`src/rtl/tmrpo_consts.vh`:
```
// register offsets, field positions and reset values of the overflow timer
`ifndef TMRPO_CONSTS_VH
`define TMRPO_CONSTS_VH

// -----------------------------------------------------------------
// register byte addresses
// -----------------------------------------------------------------
`define TMRPO_ADDR_COUNT_LOW 12'h000
`define TMRPO_ADDR_COUNT_HIGH 12'h004
`define TMRPO_ADDR_INT_CONTROL 12'h008
`define TMRPO_ADDR_TIMER_CONTROL 12'h00c
`define TMRPO_ADDR_IRQ_STATUS 12'h010
`define TMRPO_ADDR_IRQ_MASK 12'h014

// -----------------------------------------------------------------
// timer_control fields
// -----------------------------------------------------------------
`define TMRPO_TC_ON 7
`define TMRPO_TC_WIDTH 6
`define TMRPO_TC_BYPASS_N 3
`define TMRPO_TC_RATIO_HI 2
`define TMRPO_TC_RATIO_LO 0
`define TMRPO_TC_WMASK 8'hcf
`define TMRPO_TC_RESET 8'hff

// -----------------------------------------------------------------
// interrupt_control fields
// -----------------------------------------------------------------
`define TMRPO_IC_ENABLE 5
`define TMRPO_IC_FLAG 2
`define TMRPO_IC_WMASK 8'h24
`define TMRPO_IC_RESET 8'h00

// -----------------------------------------------------------------
// event status bits
// -----------------------------------------------------------------
`define TMRPO_EV_OVERFLOW 0
`define TMRPO_EV_WIDTH 1

`endif

```
`src/rtl/tmrpo_timer.v`:
```
// timer with prescaler, 8/16-bit count, overflow flag and apb register file
`timescale 1ns/1ps
`include "tmrpo_consts.vh"

module tmrpo_timer
(
    // apb slave
    input wire pclk,
    input wire presetn,
    input wire psel,
    input wire penable,
    input wire pwrite,
    input wire [11:0] paddr,
    input wire [31:0] pwdata,
    output reg [31:0] prdata,
    output reg pready,
    output reg pslverr,
    // count source and power state
    input wire count_tick,
    input wire sleep_mode,
    // interrupt and status
    output reg timer_irq,
    output reg tmr_request
);

// -----------------------------------------------------------------
// registers
// -----------------------------------------------------------------
reg [7:0] timer_count_low;
reg [7:0] timer_count_high;
reg [7:0] timer_control;
reg timer_overflow_enable;
reg timer_overflow_flag;
reg [`TMRPO_EV_WIDTH-1:0] irq_status;
reg [`TMRPO_EV_WIDTH-1:0] irq_mask;
reg [7:0] prescale_count;

wire timer_on = timer_control[`TMRPO_TC_ON];
wire timer_width_select = timer_control[`TMRPO_TC_WIDTH];
wire prescaler_bypass_n = timer_control[`TMRPO_TC_BYPASS_N];
wire [2:0] prescale_ratio_select = timer_control[`TMRPO_TC_RATIO_HI:`TMRPO_TC_RATIO_LO];

// -----------------------------------------------------------------
// bus decode
// -----------------------------------------------------------------
// zero-wait slave: setup, access with pready high in the same cycle
wire access = psel && penable && pready;
wire wr = access && pwrite;
wire rd = access && !pwrite;
wire wr_low = wr && (paddr == `TMRPO_ADDR_COUNT_LOW);
wire wr_high = wr && (paddr == `TMRPO_ADDR_COUNT_HIGH);
wire wr_ic = wr && (paddr == `TMRPO_ADDR_INT_CONTROL);
wire wr_tc = wr && (paddr == `TMRPO_ADDR_TIMER_CONTROL);
wire wr_mask = wr && (paddr == `TMRPO_ADDR_IRQ_MASK);
wire rd_status = rd && (paddr == `TMRPO_ADDR_IRQ_STATUS);

// -----------------------------------------------------------------
// address map
// -----------------------------------------------------------------
// unmapped offsets answer with pslverr and read as zero
reg mapped;

always @*
begin
    mapped = 1'b0;
    case (paddr)
        `TMRPO_ADDR_COUNT_LOW:
        begin
            mapped = 1'b1;
        end
        `TMRPO_ADDR_COUNT_HIGH:
        begin
            mapped = 1'b1;
        end
        `TMRPO_ADDR_INT_CONTROL:
        begin
            mapped = 1'b1;
        end
        `TMRPO_ADDR_TIMER_CONTROL:
        begin
            mapped = 1'b1;
        end
        `TMRPO_ADDR_IRQ_STATUS:
        begin
            mapped = 1'b1;
        end
        `TMRPO_ADDR_IRQ_MASK:
        begin
            mapped = 1'b1;
        end
        default:
        begin
            mapped = 1'b0;
        end
    endcase
end

// -----------------------------------------------------------------
// prescaler and count step
// -----------------------------------------------------------------
// sleep freezes the tick entirely, so no overflow can arise to wake the core
wire tick_ok = count_tick && timer_on && !sleep_mode;
wire [7:0] ratio_mask = (8'h02 << prescale_ratio_select) - 8'h01;
wire pre_wrap = (prescale_count & ratio_mask) == ratio_mask;
wire step = tick_ok && (prescaler_bypass_n || pre_wrap);
wire [15:0] full_count = {timer_count_high, timer_count_low};
wire wrap8 = step && !timer_width_select && (timer_count_low == 8'hff);
wire wrap16 = step && timer_width_select && (full_count == 16'hffff);
wire overflow = wrap8 || wrap16;
wire [15:0] next_count = full_count + 16'h0001;

always @(posedge pclk or negedge presetn)
begin
    if (!presetn)
    begin
        prescale_count <= 8'h00;
    end
    else if ((wr_low || wr_high) && !prescaler_bypass_n)
    begin
        prescale_count <= 8'h00;
    end
    else if (tick_ok && !prescaler_bypass_n)
    begin
        prescale_count <= pre_wrap ? 8'h00 : prescale_count + 8'h01;
    end
end

// -----------------------------------------------------------------
// count registers
// -----------------------------------------------------------------
always @(posedge pclk or negedge presetn)
begin
    if (!presetn)
    begin
        timer_count_low <= 8'h00;
        timer_count_high <= 8'h00;
    end
    else
    begin
        if (wr_low)
        begin
            timer_count_low <= pwdata[7:0];
        end
        else if (step)
        begin
            timer_count_low <= next_count[7:0];
        end
        if (wr_high)
        begin
            timer_count_high <= pwdata[7:0];
        end
        else if (step && timer_width_select)
        begin
            timer_count_high <= next_count[15:8];
        end
    end
end

// -----------------------------------------------------------------
// next flag, enable, mask and status
// -----------------------------------------------------------------
// outputs are built from next values, so a write shows on timer_irq
// and tmr_request at the very edge that takes it, with no stale cycle
reg next_enable;
reg next_flag;
reg [`TMRPO_EV_WIDTH-1:0] next_mask;
reg [`TMRPO_EV_WIDTH-1:0] next_status;

always @*
begin
    next_enable = timer_overflow_enable;
    if (wr_ic)
    begin
        next_enable = pwdata[`TMRPO_IC_ENABLE];
    end
    // set beats a simultaneous software clear
    next_flag = timer_overflow_flag;
    if (overflow)
    begin
        next_flag = 1'b1;
    end
    else if (wr_ic)
    begin
        next_flag = pwdata[`TMRPO_IC_FLAG];
    end
    next_mask = irq_mask;
    if (wr_mask)
    begin
        next_mask = pwdata[`TMRPO_EV_WIDTH-1:0];
    end
    next_status = irq_status;
    if (overflow)
    begin
        next_status[`TMRPO_EV_OVERFLOW] = 1'b1;
    end
    else if (rd_status)
    begin
        next_status = {`TMRPO_EV_WIDTH{1'b0}};
    end
end

// -----------------------------------------------------------------
// control and flag
// -----------------------------------------------------------------
always @(posedge pclk or negedge presetn)
begin
    if (!presetn)
    begin
        timer_control <= `TMRPO_TC_RESET;
        timer_overflow_enable <= 1'b0;
        timer_overflow_flag <= 1'b0;
        irq_mask <= {`TMRPO_EV_WIDTH{1'b0}};
    end
    else
    begin
        if (wr_tc)
        begin
            // count writes never touch this register
            timer_control <= pwdata[7:0] & `TMRPO_TC_WMASK;
        end
        timer_overflow_enable <= next_enable;
        timer_overflow_flag <= next_flag;
        irq_mask <= next_mask;
    end
end

// -----------------------------------------------------------------
// sticky event status, cleared on read
// -----------------------------------------------------------------
always @(posedge pclk or negedge presetn)
begin
    if (!presetn)
    begin
        irq_status <= {`TMRPO_EV_WIDTH{1'b0}};
        timer_irq <= 1'b0;
        tmr_request <= 1'b0;
    end
    else
    begin
        irq_status <= next_status;
        timer_irq <= |(next_status & next_mask);
        tmr_request <= next_flag && next_enable;
    end
end

// -----------------------------------------------------------------
// read data select
// -----------------------------------------------------------------
// chosen in the setup cycle, so prdata stands registered in the access cycle
reg [31:0] next_rdata;

always @*
begin
    next_rdata = 32'h00000000;
    if (psel && !penable && !pwrite)
    begin
        case (paddr)
            `TMRPO_ADDR_COUNT_LOW: next_rdata = {24'h000000, timer_count_low};
            `TMRPO_ADDR_COUNT_HIGH: next_rdata = {24'h000000, timer_count_high};
            `TMRPO_ADDR_INT_CONTROL: next_rdata = {26'h0, timer_overflow_enable, 2'b00, timer_overflow_flag, 2'b00};
            `TMRPO_ADDR_TIMER_CONTROL: next_rdata = {24'h000000, timer_control};
            `TMRPO_ADDR_IRQ_STATUS: next_rdata = {31'h0, irq_status};
            `TMRPO_ADDR_IRQ_MASK: next_rdata = {31'h0, irq_mask};
            default: next_rdata = 32'h00000000;
        endcase
    end
end

// -----------------------------------------------------------------
// apb answer
// -----------------------------------------------------------------
always @(posedge pclk or negedge presetn)
begin
    if (!presetn)
    begin
        pready <= 1'b0;
        pslverr <= 1'b0;
        prdata <= 32'h00000000;
    end
    else
    begin
        // pready taken from the setup cycle: no wait state, every output registered
        pready <= psel && !penable;
        pslverr <= psel && !penable && !mapped;
        prdata <= next_rdata;
    end
end

endmodule

```
`config.mk`:
```
export PLATFORM = sky130hd
export DESIGN_NAME = tmrpo_timer
export DESIGN_NICKNAME = d
export VERILOG_FILES = /design/src/rtl/tmrpo_timer.v
export VERILOG_INCLUDE_DIRS = /design/src /design/src/rtl
export SDC_FILE = /design/constraint.sdc
export NUM_CORES = 1
export LEC_CHECK = 0
export ABC_AREA = 1
export BUFFER_PORTS_ARGS = -buffer_cell sky130_fd_sc_hd__buf_2
export CORE_ASPECT_RATIO = 0.75
export CORE_MARGIN = 3
export CORE_UTILIZATION = 53
export DETAILED_ROUTE_END_ITERATION = 10
export GPL_TIMING_DRIVEN = 0
export PLACE_DENSITY = 0.81
export SYNTH_ARGS = -nofsm -noshare
export SYNTH_HDL_FRONTEND = slang
export SYNTH_SLANG_ARGS = --single-unit
export TNS_END_PERCENT = 5
```
`constraint.sdc`:
```
create_clock -name pclk -period 2.4 [get_ports pclk]
set_clock_uncertainty 0.15 [all_clocks]
set_input_delay 0 -clock pclk [delete_from_list [all_inputs] [get_ports pclk]]
set_output_delay 0 -clock pclk [all_outputs]
set_load 0.005 [all_outputs]
```
# --- Word-level counts from Yosys, hierarchy flattened ---
# Cells that the tools add are included.
totals:
  register_bits: 72
  latch_bits: 0
  ramBits: 0
  mem_bits_ro: 0
  input_bits: 51
  elab_cells: 80
  memories: 0
op_classes:
  add_sub_neg: 3
  multipliers: 0
  n_div: 0
  order_cmp: 0
  eq_ne: 8
  n_shift: 1
  muxes: 16
  bitwise_logic: 2
  n_reduce_logical: 37
op_table:
  columns: ["op", "count"]
  rows:
  - ["8-bit 2-to-1 mux", 8]
  - ["8-bit one-hot mux with 6 select lines", 1]
  - ["12-bit by 4-bit == test with 1-bit output, second input constant", 2]
  - ["12-bit by 5-bit == test with 1-bit output, second input constant", 2]
  - ["1-bit logical AND", 23]
  - ["16-bit by 1-bit adder with 16-bit output, second input constant", 1]
  - ["16-bit == test, second input constant", 1]
  - ["12-bit by 3-bit == test with 1-bit output, second input constant", 1]
  - ["12-bit logical NOT", 1]
  - ["8-bit by 1-bit adder with 8-bit output, second input constant", 1]
  - ["8-bit bitwise AND", 1]
  - ["8-bit == test", 1]
  - ["8-bit == test, second input constant", 1]
  - ["2-bit by 3-bit left shift with 8-bit output, first input constant", 1]
  - ["8-bit by 1-bit subtractor with 8-bit output, second input constant", 1]
  - ["1-bit 2-to-1 mux", 7]
  - ["1-bit logical NOT", 6]
  - ["2-bit nonzero test", 3]
  - ["6-bit OR reduction", 1]
  - ["1-bit logical OR", 3]
  - ["1-bit bitwise AND", 1]

# --- Longest topological paths before layout ---
logic_depth:
  depth_word: 11
  depth_mapped: 12
  mapped_depth_nobuf: 11

# --- Least setup slack after synthesis ---
# Ideal clock, no wire load.
synth_timing:
  path_kind: "register to register"
  start: "reg timer_control[0]"
  end: "reg timer_count_low[7]"
  arrival_ns: 1.381
  t_required_ns: 2.123
  slack_ns: 0.742
  path_stages_with_launch: 13
  path_buffers: 1
  cell_sequence: "dfstp_2 -> inv_1 -> nand2_1 -> nand2_1 -> a21oi_2 -> nor2_4 -> nand2_4 -> nand2_4 -> nand2_4 -> nand2_4 -> buf_6 -> nand2_1 -> o21ai_0"
synth_via:
  elab_chain_len: 7
synth_rtl:
  columns: ["item", "line_no", "source"]
  rows:
  - ["from (decl)", "tmrpo_timer.v:31", "reg [7:0] timer_control;"]
  - ["from (signal assigned)", "tmrpo_timer.v:209", "timer_control <= `TMRPO_TC_RESET;"]
  - ["from (signal assigned)", "tmrpo_timer.v:219", "timer_control <= pwdata[7:0] & `TMRPO_TC_WMASK;"]
  - ["2-bit by 3-bit left shift with 8-bit output *", "tmrpo_timer.v:103", "wire [7:0] ratio_mask = (8'h02 << prescale_ratio_select) - 8'h01;"]
  - ["8-bit by 1-bit subtractor with 8-bit output *", "tmrpo_timer.v:103", null]
  - ["8-bit bitwise AND", "tmrpo_timer.v:104", "wire pre_wrap = (prescale_count & ratio_mask) == ratio_mask;"]
  - ["8-bit == test *", "tmrpo_timer.v:104", null]
  - ["1-bit logical OR *", "tmrpo_timer.v:105", "wire step = tick_ok && (prescaler_bypass_n || pre_wrap);"]
  - ["1-bit logical AND *", "tmrpo_timer.v:105", null]
  - ["2-bit nonzero test (no source line) *", null, null]
  - ["to (signal assigned)", "tmrpo_timer.v:142", "timer_count_low <= pwdata[7:0];"]
  - ["to (signal assigned)", "tmrpo_timer.v:146", "timer_count_low <= next_count[7:0];"]
  - ["to (decl)", "tmrpo_timer.v:29", "reg [7:0] timer_count_low;"]
# Mark *: on every way between the ends. The rest lies on a longest branch, timed or not.
# A chain may end at the register's enable or synchronous reset.

# --- Worst setup path after layout ---
layout_timing:
  start: "reg timer_control[7]"
  end: "reg tmr_request"
layout_via:
  elab_chain_len: 8
  word_cells_on_any_way: 10
  cone_classes: "mux (1); reduce/logical (9)"
layout_rtl:
  columns: ["item", "line_no", "source"]
  rows:
  - ["1-bit logical AND * (2 in series)", "tmrpo_timer.v:102", "wire tick_ok = count_tick && timer_on && !sleep_mode;"]
  - ["1-bit logical AND *", "tmrpo_timer.v:105", null]
  - ["1-bit logical AND, on equally long branches (2 in series)", "tmrpo_timer.v:107, tmrpo_timer.v:108", null]
  - ["1-bit logical OR *", "tmrpo_timer.v:109", "wire overflow = wrap8 || wrap16;"]
  - ["1-bit 2-to-1 mux *", "tmrpo_timer.v:178", "if (overflow)"]
  - ["1-bit logical AND *", "tmrpo_timer.v:242", "tmr_request <= next_flag && next_enable;"]
  - ["to (signal assigned)", "tmrpo_timer.v:242", null]
  - ["to (decl)", "tmrpo_timer.v:23", "output reg tmr_request"]
# Marked as above.

==> flow_summary.toml <==
[sta]
fin_crit_ps = 2024
rsz0062_at_grt = "false"
setup_tns_ps = 0
max_freq_mhz = 494.0
drv_slew = 0
finalCritPeriodShare = 0.8434
max_slew.worst_pin.slew_ps = 1068
finalHoldViolCount = 0
setup_viol_count_final = 0
timing.hold.ws_ps = 17.88
setup_ws_ps = 375.9
relSlewSlack = 0.2878

[clock_network]
clockRootBuffer = "clkbuf_8"
cts_htree_levels = 2
cts_tree = "yes"
numCtsBuffers = 5
cts_setup_buffers = 0
clock_latency_ps = 310
cts.sinks = 47
cts.clk_slew.worst_paths_ps = 90
cts_buffer_depth = 2

[drt]
num_vias = 3003
routedWlPerCell_um = 13.51
routed_via_density = 5.081
ant_nets = 0
drtPass1Iterations = 7
drc = 0
routed_wl_um = 7986
dr.first_iter.drc_count = 228

[worst_setup_path]
r2r-start = "timer_control[7]"
rrSetupSlack_ps = 380
cp-start-kind = "flip-flop"
critPathCaptureType = "flip-flop"
arrival_ps = 2110
cp_max_fo = 4
critPathKind = "reg -> reg"
r2r-end = "tmr_request"
r2r_cells = 6
required_ps = 2490
endpoint = "tmr_request"
worstSetupStartpoint = "timer_control[7]"

[cells_and_area]
nNetsFinal = 568
num_antenna_cells = 0
drive_gt1_frac = 0.2209
area_growth_pct = 19.98
fill_cells = 489

[synthesis]
synth_area_leaders = "dfrtp_1 (32%), nand2_1 (13%), nand3_1 (6.1%)"
yosysTopAreaCell = "dfrtp_1"
yosysWarnings = 0
netlist_instances = 433
synth.avg_cell_area_um2 = 7.259
synth_cell_types = 38
ys_seq_elements = 47
synth_area_um2 = 3143
synth_top_area_frac = 0.3185
yosysSeqAreaShare = 0.3770

[placement]
place_ws_ps = 425.0
gp_congestion = 0.9284
io_buffers = 38
dp_hpwl_um = 5903

[grt]
track_usage = 0.2486
antenna_found_initial = 0
grt_max_degree = 48
busiest_layer = "met2"
grt_pass1_vias = 2765
grt_util_met2 = 0.3891
grt_pass1_wl_um = 13240
grt_use_met3 = 0.04330
grt_overflow = 0
grt_util_met1 = 0.3539

[run_status]
status = "complete, no violations"

[power]
peakVddDrop_mv = 0.2520
power_mw = 1.821
power_density_nw_per_um2 = 482.9
power_leakage_nw = 1.985

[floorplan]
initial_core_util = 0.5688
fp.dieH_um = 72.69
io_pins = 87
core-area_um2 = 5525
die_x_um = 94.92
row_count = 23
die-area_um2 = 6900

[job]
cap_violations = 0

[min_path]
hold_path.class = "in -> reg"
==> area by class of cell <==
class | count | area, um2 | area share
tap | 75 | 93.84 | 0.02488
sequential | 47 | 1185 | 0.3142
buffer | 30 | 217.7 | 0.05773
timing repair buffer | 52 | 330.3 | 0.08759
inverter | 55 | 206.4 | 0.05474
clock inverter | 2 | 35.03 | 0.009290
multi-input combinational | 324 | 1620 | 0.4297
clock buffer | 6 | 82.58 | 0.02190
==> synthesized netlist by cell type (all sizes together) <==
master and n:
nand2 118, inv 54, nor2 51, nand3 41, dfrtp 40, o21ai 39
buf 29, xor2 12, a21oi 9, dfstp 7, nand4 7, nor3 6
o22ai 6, ha 2, nand3b 2, o211ai 2, xnor2 2, clkbuf 1
clkinv 1, conb 1, nor4 1, o31ai 1, or2 1
==> through the flow <==
stage	util	std cells	instance area, um2
5_1_grt	0.6825	591	3771
3_3_place_gp	0.6359	569	3513
6_report	0.6825	591	3771
2_1_floorplan	-	456	3229
3_5_place_dp	0.6359	569	3513
4_1_cts	0.6825	591	3771
==> metal layers <==
layer,part of all wire,vias to the layer above
met5,0,-
met4,0.019,0
met3,0.080,20
met2,0.45,134
met1,0.45,1350
li1,-,1499
==> state kept, by name, summed over array words and instances (netlist names) <==
name and cells:
tmr_request 1, timer_overflow_enable 1, timer_control 7, timer_overflow_flag 1, pready 1, prescale_count 8, irq_status 1, timer_irq 1
timer_count_low 8, prdata 8, pslverr 1, irq_mask 1, timer_count_high 8
==> cells in the final DEF, fill, tap and decap left out, types with 7 or more instances in the layout <==
| cell | synthesis | layout |
|---|---|---|
| dfstp_2 | 7 | 7 |
| o21ai_0 | 20 | 20 |
| buf_2 | 3 | 41 |
| nor2_1 | 44 | 44 |
| conb_1 | 1 | 24 |
| xor2_1 | 12 | 12 |
| nand2_1 | 109 | 109 |
| inv_1 | 47 | 47 |
| nand3_1 | 38 | 38 |
| inv_2 | 7 | 7 |
| dlygate4sd3_1 | 0 | 14 |
| buf_4 | 25 | 25 |
| a21oi_1 | 8 | 8 |
| o21ai_1 | 19 | 19 |
| dfrtp_1 | 40 | 40 |
==> kinds of logic after synthesis <==
kind of cell               Yosys count  synth area share
buffers and inverters               85            0.1350
DFF                                 47            0.3770
other                                1          0.001193
adders and majority gates            2          0.007961
xor gates and xnor gates            14           0.03901
and+or+nand+nor                    227            0.3416
AOI/OAI and AO/OA                   57           0.09833
==> where the power goes <==
group          switching (mW)  internal (mW)  total (mW)
Clock                   0.289          0.338       0.626
Sequential             0.0514          0.835       0.886
Combinational           0.174          0.135       0.309
==> critical path, stage by stage, from the launching register on <==
cell,delay (ps)
dfstp_2,520
inv_1,70
nor3_2,450
inv_1,110
a21oi_1,280
nand2_1,190
a21oi_1,170
==> how the worst min path moves through the flow <==
stage,slack (ps),depth (start not counted),endpoint,startpoint
finish,20,5,irq_mask,paddr[4]
global route,70,6,irq_mask,paddr[7]
CTS,20,5,irq_mask,paddr[4]
detailed placement,40,2,pslverr,penable
global placement,40,2,pslverr,penable
floorplan,-450,0,irq_mask,presetn
==> what timing repair did <==
| action | CTS | global route |
|---|---|---|
| endpoints found under the hold margin | 75 | 0 |
| resized for setup | 0 | 0 |
| hold buffers | 14 | 0 |
| setup endpoints to repair | 0 | 0 |
Note: power is estimated with default switching activity, not from simulation.
